## src/tcep_pkg.sv

```systemverilog
// tcep_pkg: register map, field positions and reset values for the channel
// enable/polarity block; assumes a 32-bit Avalon-MM slave with byte addresses.
package tcep_pkg;
    localparam int ADDR_W = 8;
    localparam logic [7:0] OFF_CHAN_CTL = 8'h20;
    localparam logic [7:0] OFF_COUNTER  = 8'h24;
    localparam logic [7:0] OFF_MODE_CTL = 8'h28;
    localparam logic [7:0] OFF_PROTECTION_LEVEL_CTL = 8'h2C;
    localparam int NUM_CHAN  = 4;
    localparam int CHAN_STEP = 4;
    localparam int POS_EN    = 0;
    localparam int POS_POL   = 1;
    localparam int POS_CEN   = 2;
    localparam int POS_CPOL  = 3;
    localparam int CTL_W     = 14;
    localparam int CNT_W     = 16;
    localparam int MODE_W    = 2;
    localparam int PROTECTION_LEVEL_W    = 2;
    localparam logic [13:0] CTL_MASK     = 14'h3FFF;
    localparam logic [13:0] CTL_POL_MASK = 14'h2AAA;
    localparam logic [13:0] CTL_RESET    = 14'h0000;
    localparam logic [15:0] CNT_RESET    = 16'h0000;
    localparam logic [1:0]  MODE_OUTPUT  = 2'h0;
    localparam logic [7:0]  MODE_RESET   = 8'h00;
    localparam logic [1:0]  PROTECTION_LEVEL_RESET   = 2'h0;
    localparam logic [1:0]  PROTECTION_LEVEL_LOCK_HI = 2'h3;
    localparam logic [1:0]  PROTECTION_LEVEL_LOCK_LO = 2'h2;
    localparam logic [3:0]  BE_LOW_HALF  = 4'h3;
    localparam logic [3:0]  BE_HIGH_HALF = 4'hC;
    localparam logic [3:0]  BE_WORD      = 4'hF;
    localparam logic [31:0] UNMAPPED_RD  = 32'h0000_0000;
endpackage

```

## src/tcep_channels.sv

```systemverilog
// tcep_channels: four-channel enable/polarity control plus 16-bit counter.
// assumes avalon-mm master on clk, channel inputs already filtered, with the
// pins arriving asynchronously, so they are double-flopped here.
`timescale 1ns/1ps

// How it works
// - in output mode the complementary output is active high when its polarity bit is 0 and active low when 1.
// - in input mode the complementary polarity bit joins the main polarity bit to set input polarity.
// - writes to any polarity bit are dropped while the protection level is 11 or 10.
// - in output mode the complementary output is driven only while its complementary enable is 1.
// - in output mode the main output is active high with polarity 0 and active low with polarity 1.
// - in input mode with polarity 0 the rising edge is active and the input passes uninverted.
// - in input mode with polarity 1 the input is inverted and its falling edge is active.
// - in output mode the main output is driven active only while the channel enable bit is 1.
// - in input mode capture events occur only while the channel enable bit is set.
// - channels 0 to 2 use four-bit groups from bit 0, channel 3 has enable at 12 and polarity at 13.
// - the counter register reads the current count and a write loads a new count.
// - the control register accepts 16-bit and 32-bit accesses.
// - mode value 00 selects output mode and any other value selects input mode.
// - a channel mode field is writable only while that channel is disabled.
module tcep_channels
(
    input  wire logic                     clk,
    input  wire logic                     nrst,
    input  wire logic [7:0]               address,
    input  wire logic                     read,
    input  wire logic                     write,
    input  wire logic [3:0]               byteenable,
    input  wire logic [31:0]              writedata,
    output logic      [31:0]              readdata,
    output logic                          waitrequest,
    output logic                          response,
    input  wire logic                     countEnable,
    input  wire logic [3:0]               prepOutput,
    input  wire logic [3:0]               filteredChanInput,
    output logic      [3:0]               chanMainOutput,
    output logic      [3:0]               chanMainOutputEn,
    output logic      [2:0]               chanCompOutput,
    output logic      [2:0]               chanCompOutputEn,
    output logic      [3:0]               chanInputPolarized,
    output logic      [3:0]               captureEvent,
    output logic      [3:0]               chanBothEdges
);
    localparam int N = tcep_pkg::NUM_CHAN;

    logic [13:0] chanCtl_reg;
    logic [15:0] counter_reg;
    logic [7:0]  modeCtl_reg;
    logic [1:0]  protLevel_reg;
    logic        accessDone_reg;
    logic [31:0] readData_reg;
    logic        response_reg;
    logic [3:0]  inMeta_reg;
    logic [3:0]  inSync_reg;
    logic [3:0]  inPrev_reg;
    logic [3:0]  outMain_reg;
    logic [3:0]  outMainEn_reg;
    logic [2:0]  outComp_reg;
    logic [2:0]  outCompEn_reg;
    logic [3:0]  capture_reg;
    logic [3:0]  polarized_reg;
    logic [3:0]  bothEdges_reg;

    logic        isCtl;
    logic        isCnt;
    logic        isMode;
    logic        isProt;
    logic        mapped;
    logic        ctlWriteOk;
    logic        cntWriteOk;
    logic        polLocked;
    logic [13:0] ctlLaneMask;
    logic [13:0] ctlWrMask;
    logic [13:0] ctl_next;
    logic [7:0]  mode_next;
    logic [3:0]  chanEn;
    logic [3:0]  chanPol;
    logic [3:0]  compEn;
    logic [3:0]  compPol;
    logic [3:0]  isOutput;

    ////////////////////////////////////////////////////////////////////////////
    // elaboration checks: package sizes must fit the fixed port and register widths

    if (N != $bits(chanMainOutput) || N - 1 != $bits(chanCompOutput))
    begin : gen_chan_check
        $error("channel count does not fit the port widths");
    end
    if (tcep_pkg::CTL_W != $bits(chanCtl_reg) || tcep_pkg::CNT_W != $bits(counter_reg))
    begin : gen_width_check
        $error("register widths do not fit the package");
    end

    ////////////////////////////////////////////////////////////////////////////
    // address decode and access size checks

    assign isCtl  = (address == tcep_pkg::OFF_CHAN_CTL);
    assign isCnt  = (address == tcep_pkg::OFF_COUNTER);
    assign isMode = (address == tcep_pkg::OFF_MODE_CTL);
    assign isProt = (address == tcep_pkg::OFF_PROTECTION_LEVEL_CTL);
    assign mapped = isCtl | isCnt | isMode | isProt;

    // half-word or word lanes accepted on the control register
    assign ctlWriteOk = isCtl && (byteenable == tcep_pkg::BE_WORD
                               || byteenable == tcep_pkg::BE_LOW_HALF
                               || byteenable == tcep_pkg::BE_HIGH_HALF);
    // counter only takes whole words
    assign cntWriteOk = isCnt && (byteenable == tcep_pkg::BE_WORD);

    assign polLocked = (protLevel_reg == tcep_pkg::PROTECTION_LEVEL_LOCK_HI)
                    || (protLevel_reg == tcep_pkg::PROTECTION_LEVEL_LOCK_LO);

    ////////////////////////////////////////////////////////////////////////////
    // field extraction per channel

    always_comb
    begin
        for (int c = 0; c < N; c++)
        begin
            // four-bit groups, channel 3 only has the low two bits
            chanEn[c]  = chanCtl_reg[c * tcep_pkg::CHAN_STEP + tcep_pkg::POS_EN];
            chanPol[c] = chanCtl_reg[c * tcep_pkg::CHAN_STEP + tcep_pkg::POS_POL];
            compEn[c]  = (c < N - 1) ?
                chanCtl_reg[c * tcep_pkg::CHAN_STEP + tcep_pkg::POS_CEN] : 1'b0;
            compPol[c] = (c < N - 1) ?
                chanCtl_reg[c * tcep_pkg::CHAN_STEP + tcep_pkg::POS_CPOL] : 1'b0;
            isOutput[c] = (modeCtl_reg[c * tcep_pkg::MODE_W +: tcep_pkg::MODE_W]
                           == tcep_pkg::MODE_OUTPUT);
        end
    end

    ////////////////////////////////////////////////////////////////////////////
    // control register write merge

    always_comb
    begin
        ctlLaneMask = '0;
        if (byteenable[0])
            ctlLaneMask[7:0] = 8'hFF;
        if (byteenable[1])
            ctlLaneMask[13:8] = 6'h3F;
        ctlWrMask = ctlLaneMask & tcep_pkg::CTL_MASK;
        if (polLocked)
            ctlWrMask = ctlWrMask & ~tcep_pkg::CTL_POL_MASK;
        ctl_next = (chanCtl_reg & ~ctlWrMask) | (writedata[13:0] & ctlWrMask);
    end

    always_comb
    begin
        mode_next = modeCtl_reg;
        for (int c = 0; c < N; c++)
        begin
            if (!chanEn[c] && byteenable[0])
                mode_next[c * tcep_pkg::MODE_W +: tcep_pkg::MODE_W] =
                    writedata[c * tcep_pkg::MODE_W +: tcep_pkg::MODE_W];
        end
    end

    ////////////////////////////////////////////////////////////////////////////
    // bus handshake: one wait cycle, answer on the second edge

    assign waitrequest = (read | write) & ~accessDone_reg;
    assign readdata    = readData_reg;
    assign response    = response_reg;

    always_ff @(posedge clk or negedge nrst)
    begin
        if (!nrst)
            accessDone_reg <= 1'b0;
        else
            accessDone_reg <= (read | write) & ~accessDone_reg;
    end

    always_ff @(posedge clk or negedge nrst)
    begin
        if (!nrst)
            response_reg <= 1'b0;
        else if ((read | write) && !accessDone_reg)
            response_reg <= ~mapped | (isCnt & ~cntWriteOk) | (isCtl & ~ctlWriteOk);
    end

    always_ff @(posedge clk or negedge nrst)
    begin
        if (!nrst)
        begin
            readData_reg <= tcep_pkg::UNMAPPED_RD;
        end
        else if ((read | write) && !accessDone_reg)
        begin
            readData_reg <= tcep_pkg::UNMAPPED_RD;
            if (read && isCtl)
                readData_reg <= {18'h00000, chanCtl_reg};
            else if (read && isCnt)
                readData_reg <= {16'h0000, counter_reg};
            else if (read && isMode)
                readData_reg <= {24'h000000, modeCtl_reg};
            else if (read && isProt)
                readData_reg <= {30'h00000000, protLevel_reg};
        end
    end

    ////////////////////////////////////////////////////////////////////////////
    // registers; writes commit on the edge where waitrequest is low

    always_ff @(posedge clk or negedge nrst)
    begin
        if (!nrst)
            chanCtl_reg <= tcep_pkg::CTL_RESET;
        else if (write && accessDone_reg && ctlWriteOk)
            chanCtl_reg <= ctl_next;
    end

    always_ff @(posedge clk or negedge nrst)
    begin
        if (!nrst)
            counter_reg <= tcep_pkg::CNT_RESET;
        else if (write && accessDone_reg && cntWriteOk)
            counter_reg <= writedata[15:0];
        else if (countEnable)
            counter_reg <= counter_reg + 16'h0001;
    end

    always_ff @(posedge clk or negedge nrst)
    begin
        if (!nrst)
            modeCtl_reg <= tcep_pkg::MODE_RESET;
        else if (write && accessDone_reg && isMode)
            modeCtl_reg <= mode_next;
    end

    always_ff @(posedge clk or negedge nrst)
    begin
        if (!nrst)
            protLevel_reg <= tcep_pkg::PROTECTION_LEVEL_RESET;
        else if (write && accessDone_reg && isProt && byteenable[0])
            protLevel_reg <= writedata[1:0];
    end

    ////////////////////////////////////////////////////////////////////////////
    // output stage

    always_ff @(posedge clk or negedge nrst)
    begin
        if (!nrst)
        begin
            outMain_reg   <= 4'h0;
            outMainEn_reg <= 4'h0;
        end
        else
        begin
            for (int c = 0; c < N; c++)
            begin
                outMainEn_reg[c] <= isOutput[c] & chanEn[c];
                outMain_reg[c]   <= isOutput[c] & chanEn[c]
                                  & (prepOutput[c] ^ chanPol[c]);
            end
        end
    end

    always_ff @(posedge clk or negedge nrst)
    begin
        if (!nrst)
        begin
            outComp_reg   <= 3'h0;
            outCompEn_reg <= 3'h0;
        end
        else
        begin
            for (int c = 0; c < N - 1; c++)
            begin
                outCompEn_reg[c] <= isOutput[c] & compEn[c];
                outComp_reg[c]   <= isOutput[c] & compEn[c]
                                  & (~prepOutput[c] ^ compPol[c]);
            end
        end
    end

    assign chanMainOutput   = outMain_reg;
    assign chanMainOutputEn = outMainEn_reg;
    assign chanCompOutput   = outComp_reg;
    assign chanCompOutputEn = outCompEn_reg;

    ////////////////////////////////////////////////////////////////////////////
    // input stage: synchronise, polarise, detect active edge

    always_ff @(posedge clk or negedge nrst)
    begin
        if (!nrst)
        begin
            inMeta_reg <= 4'h0;
            inSync_reg <= 4'h0;
        end
        else
        begin
            inMeta_reg <= filteredChanInput;
            inSync_reg <= inMeta_reg;
        end
    end

    always_ff @(posedge clk or negedge nrst)
    begin
        if (!nrst)
        begin
            inPrev_reg    <= 4'h0;
            polarized_reg <= 4'h0;
            capture_reg   <= 4'h0;
        end
        else
        begin
            inPrev_reg <= inSync_reg;
            for (int c = 0; c < N; c++)
            begin
                // polarity 0 passes through, 1 inverts
                polarized_reg[c] <= inSync_reg[c] ^ chanPol[c];
                // both polarity bits set selects both edges
                if (chanPol[c] && compPol[c])
                    capture_reg[c] <= ~isOutput[c] & chanEn[c]
                                    & (inSync_reg[c] ^ inPrev_reg[c]);
                else if (chanPol[c])
                    capture_reg[c] <= ~isOutput[c] & chanEn[c]
                                    & ~inSync_reg[c] & inPrev_reg[c];
                else
                    capture_reg[c] <= ~isOutput[c] & chanEn[c]
                                    & inSync_reg[c] & ~inPrev_reg[c];
            end
        end
    end

    assign chanInputPolarized = polarized_reg;
    assign captureEvent       = capture_reg;
    // both-edge capture flag, registered like the other data outputs
    always_ff @(posedge clk or negedge nrst)
    begin
        if (!nrst)
            bothEdges_reg <= 4'h0;
        else
            bothEdges_reg <= chanPol & compPol & ~isOutput;
    end

    assign chanBothEdges      = bothEdges_reg;
endmodule

```

## config.mk

```make
export PLATFORM = sky130hd
export DESIGN_NAME = tcep_channels
export DESIGN_NICKNAME = d
export VERILOG_FILES = /design/src/tcep_pkg.sv /design/src/tcep_channels.sv
export SDC_FILE = /design/constraint.sdc
export NUM_CORES = 1
export LEC_CHECK = 0
export BUFFER_PORTS_ARGS = -buffer_cell sky130_fd_sc_hd__clkbuf_2
export CELL_PAD_IN_SITES_DETAIL_PLACEMENT = 0
export CELL_PAD_IN_SITES_GLOBAL_PLACEMENT = 2
export CORE_MARGIN = 2
export CORE_UTILIZATION = 35
export CTS_CLUSTER_SIZE = 16
export DETAILED_ROUTE_END_ITERATION = 6
export GPL_ROUTABILITY_DRIVEN = 0
export PLACE_DENSITY = 0.88
export SYNTH_ARGS = -nofsm -noshare
export SYNTH_HDL_FRONTEND = slang
export SYNTH_SLANG_ARGS = --single-unit
```

## constraint.sdc

```tcl
create_clock -name clk -period 2.8 [get_ports clk]
set_input_delay 0.14 -clock clk [delete_from_list [all_inputs] [get_ports clk]]
set_output_delay 0.14 -clock clk [all_outputs]
set_load 0.02 [all_outputs]
```

# Word level (Yosys, flattened, before mapping)
# Cells that the tools add are included.
[classes] add_sub_neg=1 eq_ne=9 mux=16 bitwise_logic=86 n_reduce_logical=37
[ops] operator="$mux 16" count=4
[ops] operator="$and 1x1->1" count=40
[ops] operator="$eq 8x6->1 const B" count=4
[ops] operator="$and 14x14->14" count=2
[ops] operator="$logic_and 1x1->1" count=20
[ops] operator="$not 1->1" count=19
[ops] operator="$add 16x1->16 const B" count=1
[ops] operator="$mux 8" count=2
[ops] operator="$mux 14" count=1
[ops] operator="$not 14->14" count=1
[ops] operator="$or 14x14->14" count=1
[ops] operator="$xor 1x1->1" count=14
[ops] operator="$eq 4x4->1 const B" count=2
[ops] operator="$logic_not 2->1" count=4
[ops] operator="$reduce_and 2->1" count=4
[ops] operator="$mux 1" count=7
[ops] operator="$mux 6" count=1
[ops] operator="$or 1x1->1" count=6
[ops] operator="$logic_not 1->1" count=5
[ops] operator="$and 4x3->4" count=1
[ops] operator="$and 4x4->4" count=1
[ops] operator="$eq 2x2->1 const B" count=2
[ops] operator="$eq 4x2->1 const B" count=1
[ops] operator="$not 4->4" count=1
[ops] operator="other kinds (3)" count=5
[totals] reg_bits=112 input_bits=57 output_inout_bits=60 wordCells=169

# Depth between registers and ports, before layout
[depth] word_depth=7 mapped_depth=7 mapped_depth_nobuf=5

# Worst setup path before layout
# OpenSTA, ideal clock, no wires.
[synth_path] kind="reg2reg" startpoint="register accessDone_reg" endpoint="register readData_reg[14], in the netlist readdata[14]" setup_ns=0.067 arrival_ns=1.582 t_required_ns=2.733 slack_ns=1.151 stages_incl_launch_ff=7 n_path_buf=2 period_less_slack_ns=1.649 path_cell_list="dfrtp_1 or2_2 clkbuf_1 inv_1 clkbuf_1 nand3_1 nand2_1"
[synth_via] elab_chain_len=2
[synth_lines] element="start, declared" line_no="tcep_channels.sv:50" text="logic accessDone_reg;"
[synth_lines] element="start signal, assigned" line_no="tcep_channels.sv:171" text="accessDone_reg <= (read | write) & ~accessDone_reg;"
[synth_lines] element="$logic_not 1->1" line_no="tcep_channels.sv:188" text="else if ((read | write) && !accessDone_reg)"
[synth_lines] element="$logic_and 1x1->1" line_no="tcep_channels.sv:188"
[synth_lines] element="end signal, assigned" line_no="tcep_channels.sv:186" text="readData_reg <= tcep_pkg::UNMAPPED_RD;"
[synth_lines] element="end signal, assigned" line_no="tcep_channels.sv:190" text="readData_reg <= tcep_pkg::UNMAPPED_RD;"
[synth_lines] element="end signal, assigned" line_no="tcep_channels.sv:192" text="readData_reg <= {18'h00000, chanCtl_reg};"
[synth_lines] element="end, declared" line_no="tcep_channels.sv:51" text="logic [31:0] readData_reg;"
# No other way between the ends.
# A chain may end at the register's enable or synchronous reset.

# Worst setup path in the final report
[layout_path] startpoint="register accessDone_reg" endpoint="output waitrequest"
[layout_via] elab_chain_len=2
[layout_lines] element="$not 1->1" line_no="tcep_channels.sv:162" text="assign waitrequest = (read | write) & ~accessDone_reg;"
[layout_lines] element="$and 1x1->1" line_no="tcep_channels.sv:162"
[layout_lines] element="end, declared" line_no="tcep_channels.sv:31" text="output logic waitrequest,"
# No other way between the ends.

==> qor.txt <==
GRT Resource Usage Total = 0.1612
Fmax = 0.4572 GHz
Antenna violations before repair = 0
Post-synth cell types = 39
Worst r2r path cells = 4
Starting Density = 0.3550
Final Skew = 0.005003 ns
Drt pass-1 iters = 5
VDD IR max = 0.3297 mV
Status = complete, no violations
CP startpoint = accessDone_reg$_DFF_PN0_
Rows = 40
Core ar. = 11,860 um^2
Leading area contributor after synthesis = dfrtp_1
Hold Path Stages = 2
Worst-Skew Late Latency = 0.34 ns
Routed Antenna Nets = 0
Setup_tns = 0 ns
Hold path start = writedata[11]
Most common cell after layout, fill and taps aside = dfrtp_1
Pin count of the biggest net entering global routing = 56
Number of enable flip-flop cells after synthesis = 0
Clock sink count = 95
Netlist Area Pre-Place = 4210 um^2
Final WL = 9753 um
Number of global-route vias before repair = 3,173
Flops & latches, synth = 95
Total Die Area = 12,920 um^2
Die height = 113.7 um
Buffers on Ports = 83
Drc violations = 0
Crit share post-route = 0.7811
Fillcell total = 1,140
Register Area = 2377 um^2
Routed len/inst = 15.76 um
Leakage power = 0.002477 uW
Crit path cell chain = or2_2, inv_1, clkbuf_2
DRT iter0 DRCs = 132
Slew headroom = 0.6402
Worst setup EP type = output port
Ys Warns = 0
CTS buffer count = 9
Via count = 3,049
Maximum fanout along the worst path = 18
Commonest non-fill, non-tap cells in the layout = 95 x dfrtp_1, 82 x clkbuf_2, 48 x nor2_1
RSZ-0062 raised after global routing = false
Top cell type's share of synthesized area = 0.5646
Root buf cell = clkbuf_16
Ports = 117
H-Tree Depth = 3
Die X = 113.7 um
Crit-path slowest cell = or2_2
Dpl hpwl = 6919 um
Post-synthesis sequential area ratio = 0.5646
Global route overflow = 0
Post-layout util = 0.4264
Crit Reg-Reg Startpoint = accessDone_reg$_DFF_PN0_
First-pass GRT wire length = 16,130 um
Number of vias per cell = 4.926
# nets final = 525
Gate Count Post-Synth = 380
Final min period = 2.187 ns
Layout cells sized above 1 = 0.2797
Syn avg cell area = 11.08 um^2
Max-Cap Viols = 0
Inserted Diodes = 0
Top cells by area, synth = dfrtp_1 56%, mux2_2 7.0%, nor2_1 4.3%, buf_4 3.0%, xor2_1 2.7%
TritonCTS clock tree = built
Crit path launch type = flop
Worst-Margin Slew = 0.5321 ns
Setup CP Type = reg2out
Pwr dens = 606.9 nW/um^2
Ys async rst share = 1.000
Worst Path Arrival = 2.05 ns
Multi-input combinational cell area = 1692 um^2
Final Hold Fails = 0
Tightest Hold Check Type = in2reg
Clock transition at the registers of the reported paths = 0.06 ns
Worst Path Required = 2.66 ns
CP peak stage delay = 0.52 ns
Clock Path Buffers = 2
Buffer count from post-CTS setup fixing = 0
Area delta synth->final = 20.12%
Setup-failing EPs final = 0
Dominant synthesized flop cell = dfrtp_1
Fin. max-slew vios = 0
[synthesized netlist by cell type (3+ instances only)]
library cell / n
a21oi_1: 20
a221oi_1: 6
a2bb2oi_1: 3
and2_1: 7
and3_1: 11
and4_1: 3
buf_4: 17
clkbuf_1: 13
dfrtp_1: 95
inv_1: 4
mux2_2: 26
nand2_1: 22
nand2b_1: 3
nand3_1: 9
nand3b_1: 6
nand4_1: 8
nor2_1: 48
nor2b_1: 6
nor3_1: 3
o21ai_0: 10
o22ai_1: 6
o41ai_1: 6
or3_1: 4
xnor2_1: 12
xor2_1: 13
[area by class of cell]
| type | count | area share |
|---|---|---|
| Multi-Input combinational cell | 265 | 0.3345 |
| Tap cell | 147 | 0.03637 |
| Inverter | 4 | 0.002969 |
| Sequential cell | 95 | 0.4701 |
| Clock buffer | 14 | 0.05220 |
| Timing Repair Buffer | 92 | 0.1009 |
| Clock inverter | 2 | 0.002969 |
[logic make-up after synthesis]
kind of cell,Yosys count,share of synthesized area
and+or+nand+nor,140,0.1771
DFF,95,0.5646
AOI/OAI and AO/OA,55,0.08262
buffers and inverters,36,0.04784
muxes,27,0.07192
xor gates and xnor gates,25,0.05201
adders and majority gates,1,0.002971
other,1,0.0008907
[timing repair]
| action | CTS | global route |
|---|---|---|
| endpoints found under the hold margin | 44 | 0 |
| hold buffers | 5 | 0 |
| resized for setup | 0 | 0 |
[per-stage QoR]
step                cells  hold slack, ns  power [uW]  cell area, um^2  worst slack [ns]
floorplan             396         -0.1556        1804             4270             1.151
detailed placement    598          0.1618        1934             4728            0.8403
global placement      598          0.1513        1924             4728            0.8985
finish                619         0.05267        3070             5057            0.6130
global route          619         0.05000        3208             5057            0.4648
CTS                   619         0.04138        3105             5057            0.5980
[metal layers]
| metal | routed length [um] | part of all wire | global-route usage | up-vias |
|---|---|---|---|---|
| met3 | 525 | 0.054 | 0.05420 | 12 |
| met4 | 153 | 0.016 | 0.04472 | 0 |
| met2 | 4775 | 0.49 | 0.2723 | 81 |
| li1 | - | - | - | 1472 |
| met1 | 4299 | 0.44 | 0.1981 | 1484 |
| met5 | 0 | 0 | 0 | - |
[where the power goes]
| group | switching, uW | total [uW] | internal, uW |
|---|---|---|---|
| Sequential | 93.0 | 1550 | 1450 |
| Combinational | 211 | 363 | 152 |
| Clock | 506 | 1160 | 652 |
[final timing paths]
check | to | slack (ns)
min | flop | 0.05
max | waitrequest | 0.61
max in group asynchronous | modeCtl_reg[1]$_DFFE_PN0P_ | 1.79
min reg2reg | inSync_reg[2]$_DFF_PN0_ | 0.35
min in group asynchronous | chanInputPolarized[0]$_DFF_PN0_ | 0.32
max reg2reg | modeCtl_reg[4]$_DFFE_PN0P_ | 0.86
[critical path: cells and delay by family (launching register included)]
family                 cells  cell delay (ns)
buffers and inverters      2             0.67
AND/OR/NAND/NOR            1             0.52
flip-flops                 1             0.50
Note: power is estimated with default switching activity, not from simulation.
